--- config.mk ---
export PLATFORM = sky130hd
export DESIGN_NAME = sac_ctrl
export DESIGN_NICKNAME = d
export VERILOG_FILES = /design/src/sac_pkg.sv /design/src/sac_sync.sv /design/src/sac_sar.sv /design/src/sac_ctrl.sv
export SDC_FILE = /design/constraint.sdc
export NUM_CORES = 1
export LEC_CHECK = 0
export ABC_AREA = 0
export BUFFER_PORTS_ARGS = -buffer_cell sky130_fd_sc_hd__buf_2
export CORE_MARGIN = 3
export CORE_UTILIZATION = 35
export DETAILED_ROUTE_END_ITERATION = 10
export PLACE_DENSITY = 0.5
export SYNTH_ARGS = -nofsm -noshare
export SYNTH_HDL_FRONTEND = slang
export SYNTH_SLANG_ARGS = --single-unit
--- constraint.sdc ---
create_clock -name clk -period 4.21 [get_ports clk]
set_clock_uncertainty 0.2 [all_clocks]
set_input_delay 0.2105 -clock clk [delete_from_list [all_inputs] [get_ports clk]]
set_output_delay 0.2105 -clock clk [all_outputs]
set_load 0.02 [all_outputs]
--- src/sac_pkg.sv ---
// package: register map, field layout and timing constants for the converter control block
package sac_pkg;
	// register word offsets (the byte address on the avalon bus is the offset shifted up by ADR_LSB)
	localparam logic [3:0] ADR_DATA_LO  = 4'h0;
	localparam logic [3:0] ADR_DATA_HI  = 4'h1;
	localparam logic [3:0] ADR_SELECT   = 4'h2;
	localparam logic [3:0] ADR_COMMAND  = 4'h3;
	localparam logic [3:0] ADR_CHANNEL  = 4'h4;
	localparam logic [3:0] ADR_TYPE     = 4'h5;
	localparam logic [3:0] ADR_HOSTCTL  = 4'h6;
	localparam logic [3:0] ADR_GAIN     = 4'h7;
	localparam int         ADR_LSB      = 2;
	// command / status bit positions
	localparam int CMD_GO      = 0;
	localparam int ST_DONE     = 1;
	localparam int ST_ERROR    = 2;
	localparam int ST_TIMEOUT  = 3;
	localparam int ST_RUNNING  = 4;
	localparam int ST_RELEASE  = 5;
	localparam int ST_INTMUX   = 6;
	localparam int HC_ACK      = 0;
	// selection byte fields
	localparam int SEL_MUX_LO  = 5;
	localparam int SEL_MUX_HI  = 7;
	// converter geometry
	localparam int          RES_BITS   = 12;
	localparam logic [11:0] CODE_ZERO  = 12'h800;
	localparam logic [11:0] CODE_TOP   = 12'hfff;
	localparam int          INT_CH_SE  = 16;
	localparam int          INT_CH_DIF = 8;
	localparam int          EXT_CH_SE  = 240;
	localparam int          EXT_CH_DIF = 120;
	// timing: subsystem clock 100 khz derived from 40 mhz
	localparam int CLK_HZ        = 40_000_000;
	localparam int SYS_CLK_HZ    = 100_000;
	localparam int SYS_DIV       = CLK_HZ / SYS_CLK_HZ;
	localparam int TIMEOUT_US    = 200;
	localparam int TIMEOUT_TICKS = TIMEOUT_US * SYS_CLK_HZ / 1_000_000;
	localparam int TEST_RAMP_W   = 12;
	// avalon request carrier
	typedef struct packed {
		logic [3:0] addr;
		logic       rd;
		logic       wr;
		logic [7:0] wdata;
	} sac_req_s;
	// handshake state
	typedef enum logic [2:0] {
		HS_IDLE, HS_WAIT_RDY, HS_NULL, HS_CONVERT, HS_RELEASE
	} sac_hs_e;
endpackage : sac_pkg

--- src/sac_sync.sv ---
// two flip-flop synchroniser for one level from the backplane
`timescale 1ns/10ps
module sac_sync (
	// clock and reset
	input  wire logic clk,
	input  wire logic rst_b,
	// level in and out
	input  wire logic din,
	output logic      dout
);
	logic meta_ff;
	// meta_ff is read only by dout
	always_ff @(posedge clk or negedge rst_b) begin
		if (!rst_b) begin
			meta_ff <= 1'b0;
			dout    <= 1'b0;
		end else begin
			meta_ff <= din;
			dout    <= meta_ff;
		end
	end
endmodule // sac_sync

--- src/sac_sar.sv ---
// successive approximation register: one trial bit per step, msb first
`timescale 1ns/10ps
module sac_sar
	import sac_pkg::*;
(
	// clock and reset
	input  wire logic                clk,
	input  wire logic                rst_b,
	// control
	input  wire logic                start,
	input  wire logic                step,
	input  wire logic                comp_above,
	// trial and result
	output logic [RES_BITS-1:0]      trial,
	output logic                     done
);
	logic [RES_BITS-1:0] trial_ff;
	logic [RES_BITS-1:0] bit_ff;
	logic                done_ff;
	assign trial = trial_ff;
	assign done  = done_ff;
	// keep the trial bit if the residual exceeds its weight, then try the next lower one
	always_ff @(posedge clk or negedge rst_b) begin
		if (!rst_b) begin
			trial_ff <= '0;
			bit_ff   <= '0;
			done_ff  <= 1'b0;
		end else if (start) begin
			trial_ff <= CODE_ZERO; // msb trial first
			bit_ff   <= CODE_ZERO;
			done_ff  <= 1'b0;
		end else if (step && bit_ff != '0) begin
			trial_ff <= (comp_above ? trial_ff : (trial_ff & ~bit_ff)) | (bit_ff >> 1);
			bit_ff   <= bit_ff >> 1;
			done_ff  <= (bit_ff == 12'h001);
		end else begin
			done_ff  <= 1'b0;
		end
	end
endmodule // sac_sar

--- src/sac_ctrl.sv ---
// converter control: avalon registers, expander handshake, mux select and sar sequencing
//
// The Avalon-MM slave port and the register offsets were decided locally.
`timescale 1ns/10ps
module sac_ctrl
	import sac_pkg::*;
(
	// clock and reset
	input  wire logic          clk,
	input  wire logic          rst_b,
	// avalon-mm slave
	input  wire logic [3:0]    avs_address,
	input  wire logic          avs_read,
	input  wire logic          avs_write,
	input  wire logic [7:0]    avs_writedata,
	output logic      [7:0]    avs_readdata,
	output logic               avs_waitrequest,
	// backplane handshake
	input  wire logic          bus_init,
	input  wire logic          expander_settled_line,
	input  wire logic          expander_fault_line,
	output logic               expander_select_strobe,
	output logic               offset_null_line,
	output logic               expander_release,
	// analog front end control
	input  wire logic          single_ended_sw,
	input  wire logic          comp_above,
	output logic [RES_BITS-1:0] dac_code,
	output logic [3:0]         int_channel,
	output logic               ext_mux_sel,
	output logic               neg_input_gnd,
	output logic [1:0]         test_src,
	output logic               test_en,
	output logic               sample_hold
);
	parameter logic [7:0] TYPE_CODE = 8'h5a; // arbitrary identification value
	localparam logic [8:0] DIV_LAST = 9'(SYS_DIV - 1);
	localparam logic [7:0] TO_LAST  = 8'(TIMEOUT_TICKS);

	sac_req_s req;
	sac_hs_e  hs_ff;
	logic       rdy_s, fault_s, init_s;
	logic [8:0] div_ff;
	logic       tick_ff;
	logic [7:0] select_ff, channel_ff, gain_ff, hostctl_ff;
	logic       intmux_ff, done_ff, error_ff, timeout_ff, running_ff, release_ff;
	logic [7:0] to_cnt_ff;
	logic       go_pend_ff, strobe_ff, ack_ff;
	logic [RES_BITS-1:0] result_ff, sar_trial;
	logic       sar_start, sar_done;
	logic       wr_sel, wr_cmd, rd_ack;
	logic       sen_s;

	assign req = '{addr: avs_address, rd: avs_read, wr: avs_write, wdata: avs_writedata};

	// backplane levels cross in through two flops each
	sac_sync u_rdy (.clk(clk), .rst_b(rst_b), .din(expander_settled_line), .dout(rdy_s));
	sac_sync u_flt (.clk(clk), .rst_b(rst_b), .din(expander_fault_line), .dout(fault_s));
	sac_sync u_ini (.clk(clk), .rst_b(rst_b), .din(bus_init), .dout(init_s));
	// the input mode switch is a front-panel pin, so it crosses like the others
	sac_sync u_sen (.clk(clk), .rst_b(rst_b), .din(single_ended_sw), .dout(sen_s));

	// bus slave answers one cycle after a request: waitrequest is low for the one edge at which ack_ff is high
	always_ff @(posedge clk or negedge rst_b) begin
		if (!rst_b) ack_ff <= 1'b0;
		else        ack_ff <= (req.rd || req.wr) && !ack_ff;
	end
	// waitrequest from its own flop: low exactly while ack_ff is high
	always_ff @(posedge clk or negedge rst_b) begin
		if (!rst_b) avs_waitrequest <= 1'b1;
		else        avs_waitrequest <= !((req.rd || req.wr) && !ack_ff);
	end
	assign wr_sel = ack_ff && req.wr && req.addr == ADR_SELECT;
	assign wr_cmd = ack_ff && req.wr && req.addr == ADR_COMMAND;
	// acknowledge read of the data with the acknowledge bit set
	assign rd_ack = ack_ff && req.rd && hostctl_ff[HC_ACK] &&
		(req.addr == ADR_DATA_LO || req.addr == ADR_DATA_HI);

	// readback mux registered so data stands at the accepting edge
	always_ff @(posedge clk or negedge rst_b) begin
		if (!rst_b) avs_readdata <= 8'h00;
		else if (req.rd && !ack_ff) begin
			unique case (req.addr)
				ADR_DATA_LO: avs_readdata <= result_ff[7:0];
				ADR_DATA_HI: avs_readdata <= {4'h0, result_ff[11:8]};
				ADR_SELECT:  avs_readdata <= select_ff;
				ADR_COMMAND: avs_readdata <= {1'b0, intmux_ff, release_ff, running_ff,
					timeout_ff, error_ff, done_ff, 1'b0};
				ADR_CHANNEL: avs_readdata <= channel_ff;
				ADR_TYPE:    avs_readdata <= TYPE_CODE;
				ADR_HOSTCTL: avs_readdata <= hostctl_ff;
				ADR_GAIN:    avs_readdata <= gain_ff;
				default:     avs_readdata <= 8'h00;
			endcase
		end
	end

	// software-written setup registers; bus init wipes selection
	always_ff @(posedge clk or negedge rst_b) begin
		if (!rst_b) begin
			select_ff  <= 8'h00;
			channel_ff <= 8'h00;
			gain_ff    <= 8'h00;
			hostctl_ff <= 8'h00;
			intmux_ff  <= 1'b0;
		end else if (init_s) begin
			select_ff <= 8'h00;
			intmux_ff <= 1'b0;
		end else if (ack_ff && req.wr) begin
			unique case (req.addr)
				ADR_SELECT: begin
					select_ff <= req.wdata;
					intmux_ff <= (req.wdata[SEL_MUX_HI:SEL_MUX_LO] == 3'b000);
				end
				ADR_CHANNEL: channel_ff <= req.wdata;
				ADR_GAIN:    gain_ff    <= req.wdata;
				ADR_HOSTCTL: hostctl_ff <= req.wdata;
				default: ;
			endcase
		end
	end

	// 100 khz subsystem tick; the go write lands at any clock, the sequence waits for a tick
	always_ff @(posedge clk or negedge rst_b) begin
		if (!rst_b) begin
			div_ff  <= '0;
			tick_ff <= 1'b0;
		end else begin
			div_ff  <= (div_ff == DIV_LAST) ? 9'd0 : div_ff + 9'd1;
			tick_ff <= (div_ff == DIV_LAST);
		end
	end

	// expander strobe: one cycle on nonzero mux select write and on go write while the internal mux is not selected
	always_ff @(posedge clk or negedge rst_b) begin
		if (!rst_b) strobe_ff <= 1'b0;
		else strobe_ff <= (wr_sel && req.wdata[SEL_MUX_HI:SEL_MUX_LO] != 3'b000)
			|| (wr_cmd && req.wdata[CMD_GO] && !intmux_ff);
	end
	assign expander_select_strobe = strobe_ff;

	// go request held until a subsystem tick finds the handshake in HS_IDLE
	always_ff @(posedge clk or negedge rst_b) begin
		if (!rst_b) go_pend_ff <= 1'b0;
		else if (init_s) go_pend_ff <= 1'b0;
		else if (wr_cmd && req.wdata[CMD_GO] && !release_ff) go_pend_ff <= 1'b1;
		else if (tick_ff && hs_ff == HS_IDLE) go_pend_ff <= 1'b0;
	end

	assign sar_start = tick_ff && hs_ff == HS_NULL && (intmux_ff || !rdy_s);

	// handshake sequence: idle, wait and null steps advance on the subsystem tick, convert and release on any clock
	always_ff @(posedge clk or negedge rst_b) begin
		if (!rst_b) hs_ff <= HS_IDLE;
		else if (init_s) hs_ff <= HS_IDLE;
		else begin
			unique case (hs_ff)
				HS_IDLE:     if (tick_ff && go_pend_ff) hs_ff <= HS_WAIT_RDY;
				HS_WAIT_RDY: if (tick_ff && (intmux_ff || rdy_s)) hs_ff <= HS_NULL;
					else if (timeout_ff) hs_ff <= HS_IDLE;
				HS_NULL:     if (sar_start) hs_ff <= HS_CONVERT;
				HS_CONVERT:  if (sar_done) hs_ff <= HS_RELEASE;
				HS_RELEASE:  if (!release_ff) hs_ff <= HS_IDLE;
			endcase
		end
	end

	// running flop drives the offset-null line
	always_ff @(posedge clk or negedge rst_b) begin
		if (!rst_b) running_ff <= 1'b0;
		else if (init_s || sar_done) running_ff <= 1'b0;
		else if (hs_ff == HS_WAIT_RDY && tick_ff && (intmux_ff || rdy_s)) running_ff <= 1'b1;
	end
	assign offset_null_line = running_ff;

	// release stays up until the acknowledged data read
	always_ff @(posedge clk or negedge rst_b) begin
		if (!rst_b) release_ff <= 1'b0;
		else if (sar_done) release_ff <= 1'b1;
		else if (init_s || rd_ack) release_ff <= 1'b0;
	end
	assign expander_release = release_ff;

	// sar core steps once per clock; zero input yields 0x800 offset binary
	sac_sar u_sar (.clk(clk), .rst_b(rst_b), .start(sar_start),
		.step(hs_ff == HS_CONVERT), .comp_above(comp_above),
		.trial(sar_trial), .done(sar_done));
	assign dac_code = sar_trial;

	// result latch: 12-bit offset binary, top code 0xfff one step under plus full scale
	always_ff @(posedge clk or negedge rst_b) begin
		if (!rst_b) result_ff <= CODE_ZERO;
		else if (sar_done) result_ff <= sar_trial;
	end

	// sticky status: hardware set beats the acknowledge clear
	always_ff @(posedge clk or negedge rst_b) begin
		if (!rst_b) begin
			done_ff    <= 1'b0;
			error_ff   <= 1'b0;
			timeout_ff <= 1'b0;
		end else begin
			if (sar_done) done_ff <= 1'b1;
			else if (init_s || rd_ack) done_ff <= 1'b0;
			if (fault_s) error_ff <= 1'b1;
			else if (init_s || (rd_ack && !done_ff)) error_ff <= 1'b0;
			if (tick_ff && hs_ff == HS_WAIT_RDY && to_cnt_ff == TO_LAST) timeout_ff <= 1'b1;
			else if (init_s || (rd_ack && !done_ff && !error_ff)) timeout_ff <= 1'b0;
		end
	end

	// timeout counter runs from go until ready
	always_ff @(posedge clk or negedge rst_b) begin
		if (!rst_b) to_cnt_ff <= '0;
		else if (hs_ff != HS_WAIT_RDY) to_cnt_ff <= '0;
		else if (tick_ff && to_cnt_ff != TO_LAST) to_cnt_ff <= to_cnt_ff + 8'd1;
	end

	// mux select: channel by input mode, test source, minus grounded when single-ended
	always_ff @(posedge clk or negedge rst_b) begin
		if (!rst_b) begin
			int_channel   <= 4'h0;
			ext_mux_sel   <= 1'b0;
			neg_input_gnd <= 1'b0;
			test_src      <= 2'b00;
			test_en       <= 1'b0;
			sample_hold   <= 1'b0;
		end else begin
			int_channel   <= sen_s ? channel_ff[3:0] : {1'b0, channel_ff[2:0]};
			ext_mux_sel   <= !intmux_ff;
			neg_input_gnd <= sen_s;
			test_src      <= gain_ff[1:0];
			test_en       <= gain_ff[7];
			sample_hold   <= running_ff || hs_ff == HS_CONVERT;
		end
	end

	chk_rel_hold: assert property (@(posedge clk) disable iff (!rst_b)
		$fell(release_ff) |-> $past(rd_ack) || $past(init_s)) else $error("release dropped early");
	chk_done_rel: assert property (@(posedge clk) disable iff (!rst_b)
		sar_done |=> release_ff && !running_ff && done_ff) else $error("completion bad");
	chk_err_set: assert property (@(posedge clk) disable iff (!rst_b)
		fault_s |=> error_ff) else $error("fault not flagged");
	chk_conv_gate: assert property (@(posedge clk) disable iff (!rst_b)
		sar_start |-> intmux_ff || !rdy_s) else $error("convert with ready high");
	chk_null_line: assert property (@(posedge clk) disable iff (!rst_b)
		$rose(running_ff) |-> $past(hs_ff) == HS_WAIT_RDY) else $error("null out of order");
	chk_strobe_pulse: assert property (@(posedge clk) disable iff (!rst_b)
		strobe_ff |=> !strobe_ff) else $error("strobe too long");
	chk_sel_int: assert property (@(posedge clk) disable iff (!rst_b)
		wr_sel && !init_s |=> intmux_ff == ($past(req.wdata[7:5]) == 3'b000)) else $error("intmux bad");
	chk_init_idle: assert property (@(posedge clk) disable iff (!rst_b)
		init_s |=> hs_ff == HS_IDLE && !running_ff) else $error("init missed");
	cov_conv: cover property (@(posedge clk) disable iff (!rst_b) sar_done);
	cov_ack: cover property (@(posedge clk) disable iff (!rst_b) rd_ack && release_ff);
	cov_to: cover property (@(posedge clk) disable iff (!rst_b) $rose(timeout_ff));
endmodule // sac_ctrl

After elaboration in Yosys (flattened, before gate mapping)
Index checks and enable logic that the tools add are counted.
- add/subtract/negate cells: 2
- equality and inequality tests: 21
- muxes and demuxes: 37
- bitwise logic cells: 4
- reductions and logical operators: 59
- operators with widths (cell ; count):
    8-bit one-hot mux with 8 select lines ; 1
    12-bit 2-to-1 mux ; 5
    8-bit 2-to-1 mux ; 5
    1-bit logical AND ; 24
    3-bit 2-to-1 mux ; 7
    4-bit by 3-bit == test with 1-bit output (second input constant) ; 4
    1-bit 2-to-1 mux ; 16
    2-bit nonzero test ; 8
    3-bit one-hot mux with 5 select lines ; 1
    12-bit bitwise AND ; 1
    12-bit by 1-bit == test with 1-bit output (second input constant) ; 1
    12-bit inverter ; 1
    12-bit by 11-bit bitwise OR with 12-bit output ; 1
    12-bit nonzero test ; 1
    1-bit logical OR ; 10
    9-bit by 1-bit adder with 9-bit output (second input constant) ; 1
    9-bit == test (second input constant) ; 1
    9-bit 2-to-1 mux ; 1
    3-bit AND reduction ; 3
    8-bit by 1-bit adder with 8-bit output (second input constant) ; 1
    4-bit by 2-bit == test with 1-bit output (second input constant) ; 2
    8-bit by 5-bit == test with 1-bit output (second input constant) ; 1
    8-bit by 5-bit inequality test with 1-bit output (second input constant) ; 1
    3-bit by 2-bit == test with 1-bit output (second input constant) ; 2
    other kinds (15) ; 24
- flip-flop bits (word level): 125
- input port bits: 21
- output and inout port bits: 34
- logic and storage cells: 159

Depth between registers and ports, before layout
- depth in word-level cells: 8
- depth in mapped cells: 7
- mapped depth without buffers: 6

Cells and area by module
Synthesis repeated with hierarchy kept, for this count alone.
- cells, all modules: 476
- area, all modules: 5570.3 um2
- by module, submodules not included (module ; instances ; cells an instance ; area an instance (um2) ; seq. area each (um2)):
    sac_ctrl ; 1 ; 370 ; 4221.5 ; 2304.7
    sac_sar ; 1 ; 98 ; 1148.6 ; 625.6
    sac_sync ; 4 ; 2 ; 50.0 ; 50.0

Worst setup path after synthesis
No wires, ideal clock.
- path kind: reg-to-reg
- from: reg to_cnt_ff[0]
- to: reg to_cnt_ff[1]
- arrival: 1483 ps
- required time: 3892 ps
- slack: 2408 ps
- stages on the path, launching flop included: 7
- buffers on the path: 0
- path through: dfrtp_1 inv_1 ha_1 or4b_4 o21ai_2 mux2i_1 nor2_1
- cells in the longest elaborated chain, start to end: 3
- ends and longest elaborated chain (what ; RTL line ; RTL):
    start: declaration ; sac_ctrl.sv:47 ; logic [7:0] to_cnt_ff;
    start signal: assignment ; sac_ctrl.sv:216 ; else if (tick_ff && to_cnt_ff != TO_LAST) to_cnt_ff <= to_cnt_ff + 8'd1;
    8-bit by 1-bit adder with 8-bit output or 8-bit by 5-bit inequality test with 1-bit output (tied branches) ; sac_ctrl.sv:216 ;
    8-bit 2-to-1 mux or 1-bit logical AND (tied branches) ; sac_ctrl.sv:216 ;
    8-bit 2-to-1 mux or 2-bit nonzero test (tied branches) ; -- ;
Parallel ways exist; a longest one is shown, timed or not. The select of a mux whose other input is x is not followed.
A chain may end at the register's enable or synchronous reset.

Worst setup path in the final report
- from: reg hs_ff[1]
- to: reg u_sar.bit_ff[10]
- cells in the longest elaborated chain, start to end: 4
- ends and longest elaborated chain (what ; RTL line ; RTL):
    start: declaration ; sac_ctrl.sv:41 ; sac_hs_e hs_ff;
    start signal: assignment ; sac_ctrl.sv:154 ; if (!rst_b) hs_ff <= HS_IDLE;
    start signal: assignment ; sac_ctrl.sv:155 ; else if (init_s) hs_ff <= HS_IDLE;
    start signal: assignment ; sac_ctrl.sv:158 ; HS_IDLE: if (tick_ff && go_pend_ff) hs_ff <= HS_WAIT_RDY;
    3-bit by 2-bit == test with 1-bit output ; sac_ctrl.sv:150 ; assign sar_start = tick_ff && hs_ff == HS_NULL && (intmux_ff || !rdy_s);
    1-bit logical AND (2 in a row) ; sac_ctrl.sv:150 ;
    12-bit 2-to-1 mux or 2-bit nonzero test (tied branches) ; -- ;
    end signal: assignment ; sac_sar.sv:34 ; bit_ff <= bit_ff >> 1;
    end: declaration ; sac_sar.sv:18 ; logic [RES_BITS-1:0] bit_ff;
Parallel ways exist; a longest one is shown, timed or not.

==> results by group <==
Detailed routing
  – Vias per inst: approximately 5.3
  – Wire length per cell: 18.0 um
  – Routed wire length: around 13000 um
  – WL met2: 5790 um
  – Highest routed metal layer: met4
  – M1 WL: around 6300 um
  – Met3 WL: slightly below 800 um
  – Residual DRC: 0
  – DR pass1 iterations: 4
  – Vias: 3852
  – Final ANT Viol Nets: 0
  – DRT iter0 DRCs: 348

Clock network
  – Maximum buffer depth of the clock tree: 2
  – CTS sink cnt: approximately 130
  – CTS tree: yes
  – Worst-Skew Late Latency: between 0.4 and 0.5 ns
  – Clock root cell: clkbuf_16
  – Num CTS Buffers: 17
  – CTS resizes: 0
  – Worst-path clk slew: about 0.050 ns
  – # H-tree levels: 4

Global route
  – Grt total ovfl: 0
  – Number of global-route vias before repair: roughly 4000
  – GRT Overall Usage: 16.6%
  – Initial antenna violation count: 0
  – First-pass GRT wire length: 21700 um
  – Largest net degree at the start of global routing: just over 80

Run
  – Max-Cap Viols: 0

Pwr
  – Sequential share of power: 44.7%
  – Psw: ~640 uW
  – Logic pwr share: around 6.5%
  – Internal power: approximately 2.2 mW
  – Power share of the clock group: between 40 and 50%
  – Post-layout power: about 2.9 mW
  – Maximum vdd drop: about 300 uV
  – Pwr Density: ~440 nW/um2
  – Sw Share: ~22%
  – LEAKAGE: 3.11 nW

Synth
  – Yosys warnings: 0
  – Number of synthesized register bits: between 100 and 150
  – Post-Syn Area: about 5400 um2
  – Post-synth EDFFs: 0
  – Cells after Synth: about 470
  – Synth Flop Type: dfrtp_1
  – Avg Inst Size Synth: roughly 12 um2
  – Sequential area share after synthesis: between 50% and 60%
  – Netlist cell types: 61
  – Post-synthesis net count: 489
  – Asr flop ratio synth: 100%

STA
  – Relative slew slack: a little under a fifth
  – Max-slew violation count: 0
  – Final hold violations: 0
  – Crit share post-route: between 50% and 60%
  – Setup_tns: 0 ns
  – # setup viols final: 0
  – RSZ-0062 raised after global routing: false
  – Post-layout min period: 2.47 ns
  – Achievable Freq: 0.405 GHz
  – Worst Tran Pin Value: 1.22 ns

Placed design
  – Post-DP HPWL: 8960 um
  – GPL Wtd Cong: just under 0.8
  – PortBufs: 54
  – Cells after DPL: 679

Cells and area
  – Commonest non-fill, non-tap cells in the layout: dfrtp_1 (123), buf_2 (53), nand2_1 (43), mux2_2 (37), nor2_1 (27)
  – NumNets Final: about 550
  – Commonest non-fill, non-tap cell in the layout: dfrtp_1
  – Fraction of layout cells with a size suffix above 1: 23.8%
  – Antenna Cells: 0
  – Area Growth Syn to Fin: 20.1%
  – Layout Cells excl Fill: between 700 and 800

Floorplanning
  – Core Region: between 10000 and 15000 um2
  – Die height: roughly 130 um
  – Initial core utilization: 36.6%
  – Die width: ~130 um
  – # IOs: 55
  – Rows: 44
  – Die area: about 17000 um2

Critical path
  – Worst EP required: 4.34 ns
  – Setup Crit Path Kind: flip-flop to flip-flop
  – CP max FO: 22
  – Worst setup SP type: flip-flop
  – CP arrival: about 2.6 ns
  – Crit. End Element: flip-flop

Min path
  – HP Class: input port to flip-flop

Status
  – Status: complete, no violations
cell usage after synthesis (all sizes together), types with 8 or more instances:
cell type	count	area, um2
a21oi	22	110
a22o	11	96.3
a32o	11	110
and2	8	50.1
and3	12	75.1
buf	19	114
dfrtp	123	3080
inv	12	45.0
mux2	37	417
mux2i	13	130
nand2	43	161
nand3	18	95.1
nor2	27	101
nor3	9	45.0
o21ai	10	53.8
xor2	9	78.8
worst paths after layout:
| kind | start | endpoint | slack, ns | cells after the start |
|---|---|---|---|---|
| worst max-delay path | hs_ff[1] | u_sar.bit_ff[10] | 1.74 | 4 |
| worst min-delay path | avs_address[1] | expander_select_strobe | 0.05 | 2 |
| worst max register to register | hs_ff[1] | u_sar.bit_ff[10] | 1.74 | 4 |
| worst min register to register | u_ini.meta_ff | u_ini.dout | 0.14 | 0 |
| max in group asynchronous | rst_b | avs_readdata[0] | 2.54 | 3 |
| min in group asynchronous | rst_b | u_sar.trial[6] | 0.32 | 2 |
flip-flops by register name, indices dropped and copies added (netlist names), 2 cells and up:
| signal | count |
|---|---|
| hs_ff | 3 |
| select_ff | 8 |
| avs_readdata | 8 |
| to_cnt_ff | 8 |
| gain_ff | 8 |
| channel_ff | 8 |
| int_channel | 4 |
| hostctl_ff | 8 |
| test_src | 2 |
| u_sar.trial | 12 |
| u_sar.bit_ff | 12 |
| div_ff | 9 |
| result_ff | 12 |
power groups by stage:
stage	Clock, mW	Sequential, mW	Combinational [mW]
after CTS	1.44	1.29	0.191
after floorplan	0	1.32	0.0838
after detailed placement	0	1.31	0.180
after global routing	1.50	1.30	0.210
final	1.41	1.29	0.188
after global placement	0	1.31	0.177
area by class of cell:
type	count	area, um2
Timing Repair Buffer	71	438
Clock inverter	7	87.6
Tap cell	184	230
Multi-Input combinational cell	302	2110
Sequential cell	125	3130
Inverter	12	45.0
Fill cell	1419	8340
Clock buffer	25	485
logic make-up after synthesis:
kind of cell / Yosys count / synth area share (%)
DFF: 125 / 57.6
AOI/OAI and AO/OA: 83 / 11.1
adders and majority gates: 3 / 0.691
and+or+nand+nor: 153 / 14.6
muxes: 51 / 10.5
xor gates and xnor gates: 12 / 1.93
buffers and inverters: 38 / 3.59
repair_timing:
item | 4_1_cts | 5_1_grt
endpoints found under the hold margin | 115 | 0
hold buffers | 15 | 0
buffers inserted | 0 | 0
layer usage:
layer  up-vias  GRT usage [%]
li1       1809              -
met2       105           24.3
met1      1925           23.4
met3        13           5.33
met4         0           5.44
met5         -              0
stage by stage:
stage	hold WS, ns	cell area (um2)	util (%)	setup slack, ns
after floorplan	-0.285	5430	-	2.41
after global placement	0.120	5800	39.0	1.92
after detailed placement	0.120	5800	39.0	1.77
after CTS	0.0314	6530	43.9	1.77
after global routing	0.0482	6530	43.9	1.49
final	0.0514	6530	43.9	1.74
worst max-delay path, cell delays in order, from the launching register on:
cell and delay [ns]:
dfrtp_1 0.50, nor2b_1 0.35, and2_0 0.99, nand2_1 0.17, a21oi_1 0.18
(Power assumes the default switching activity.)
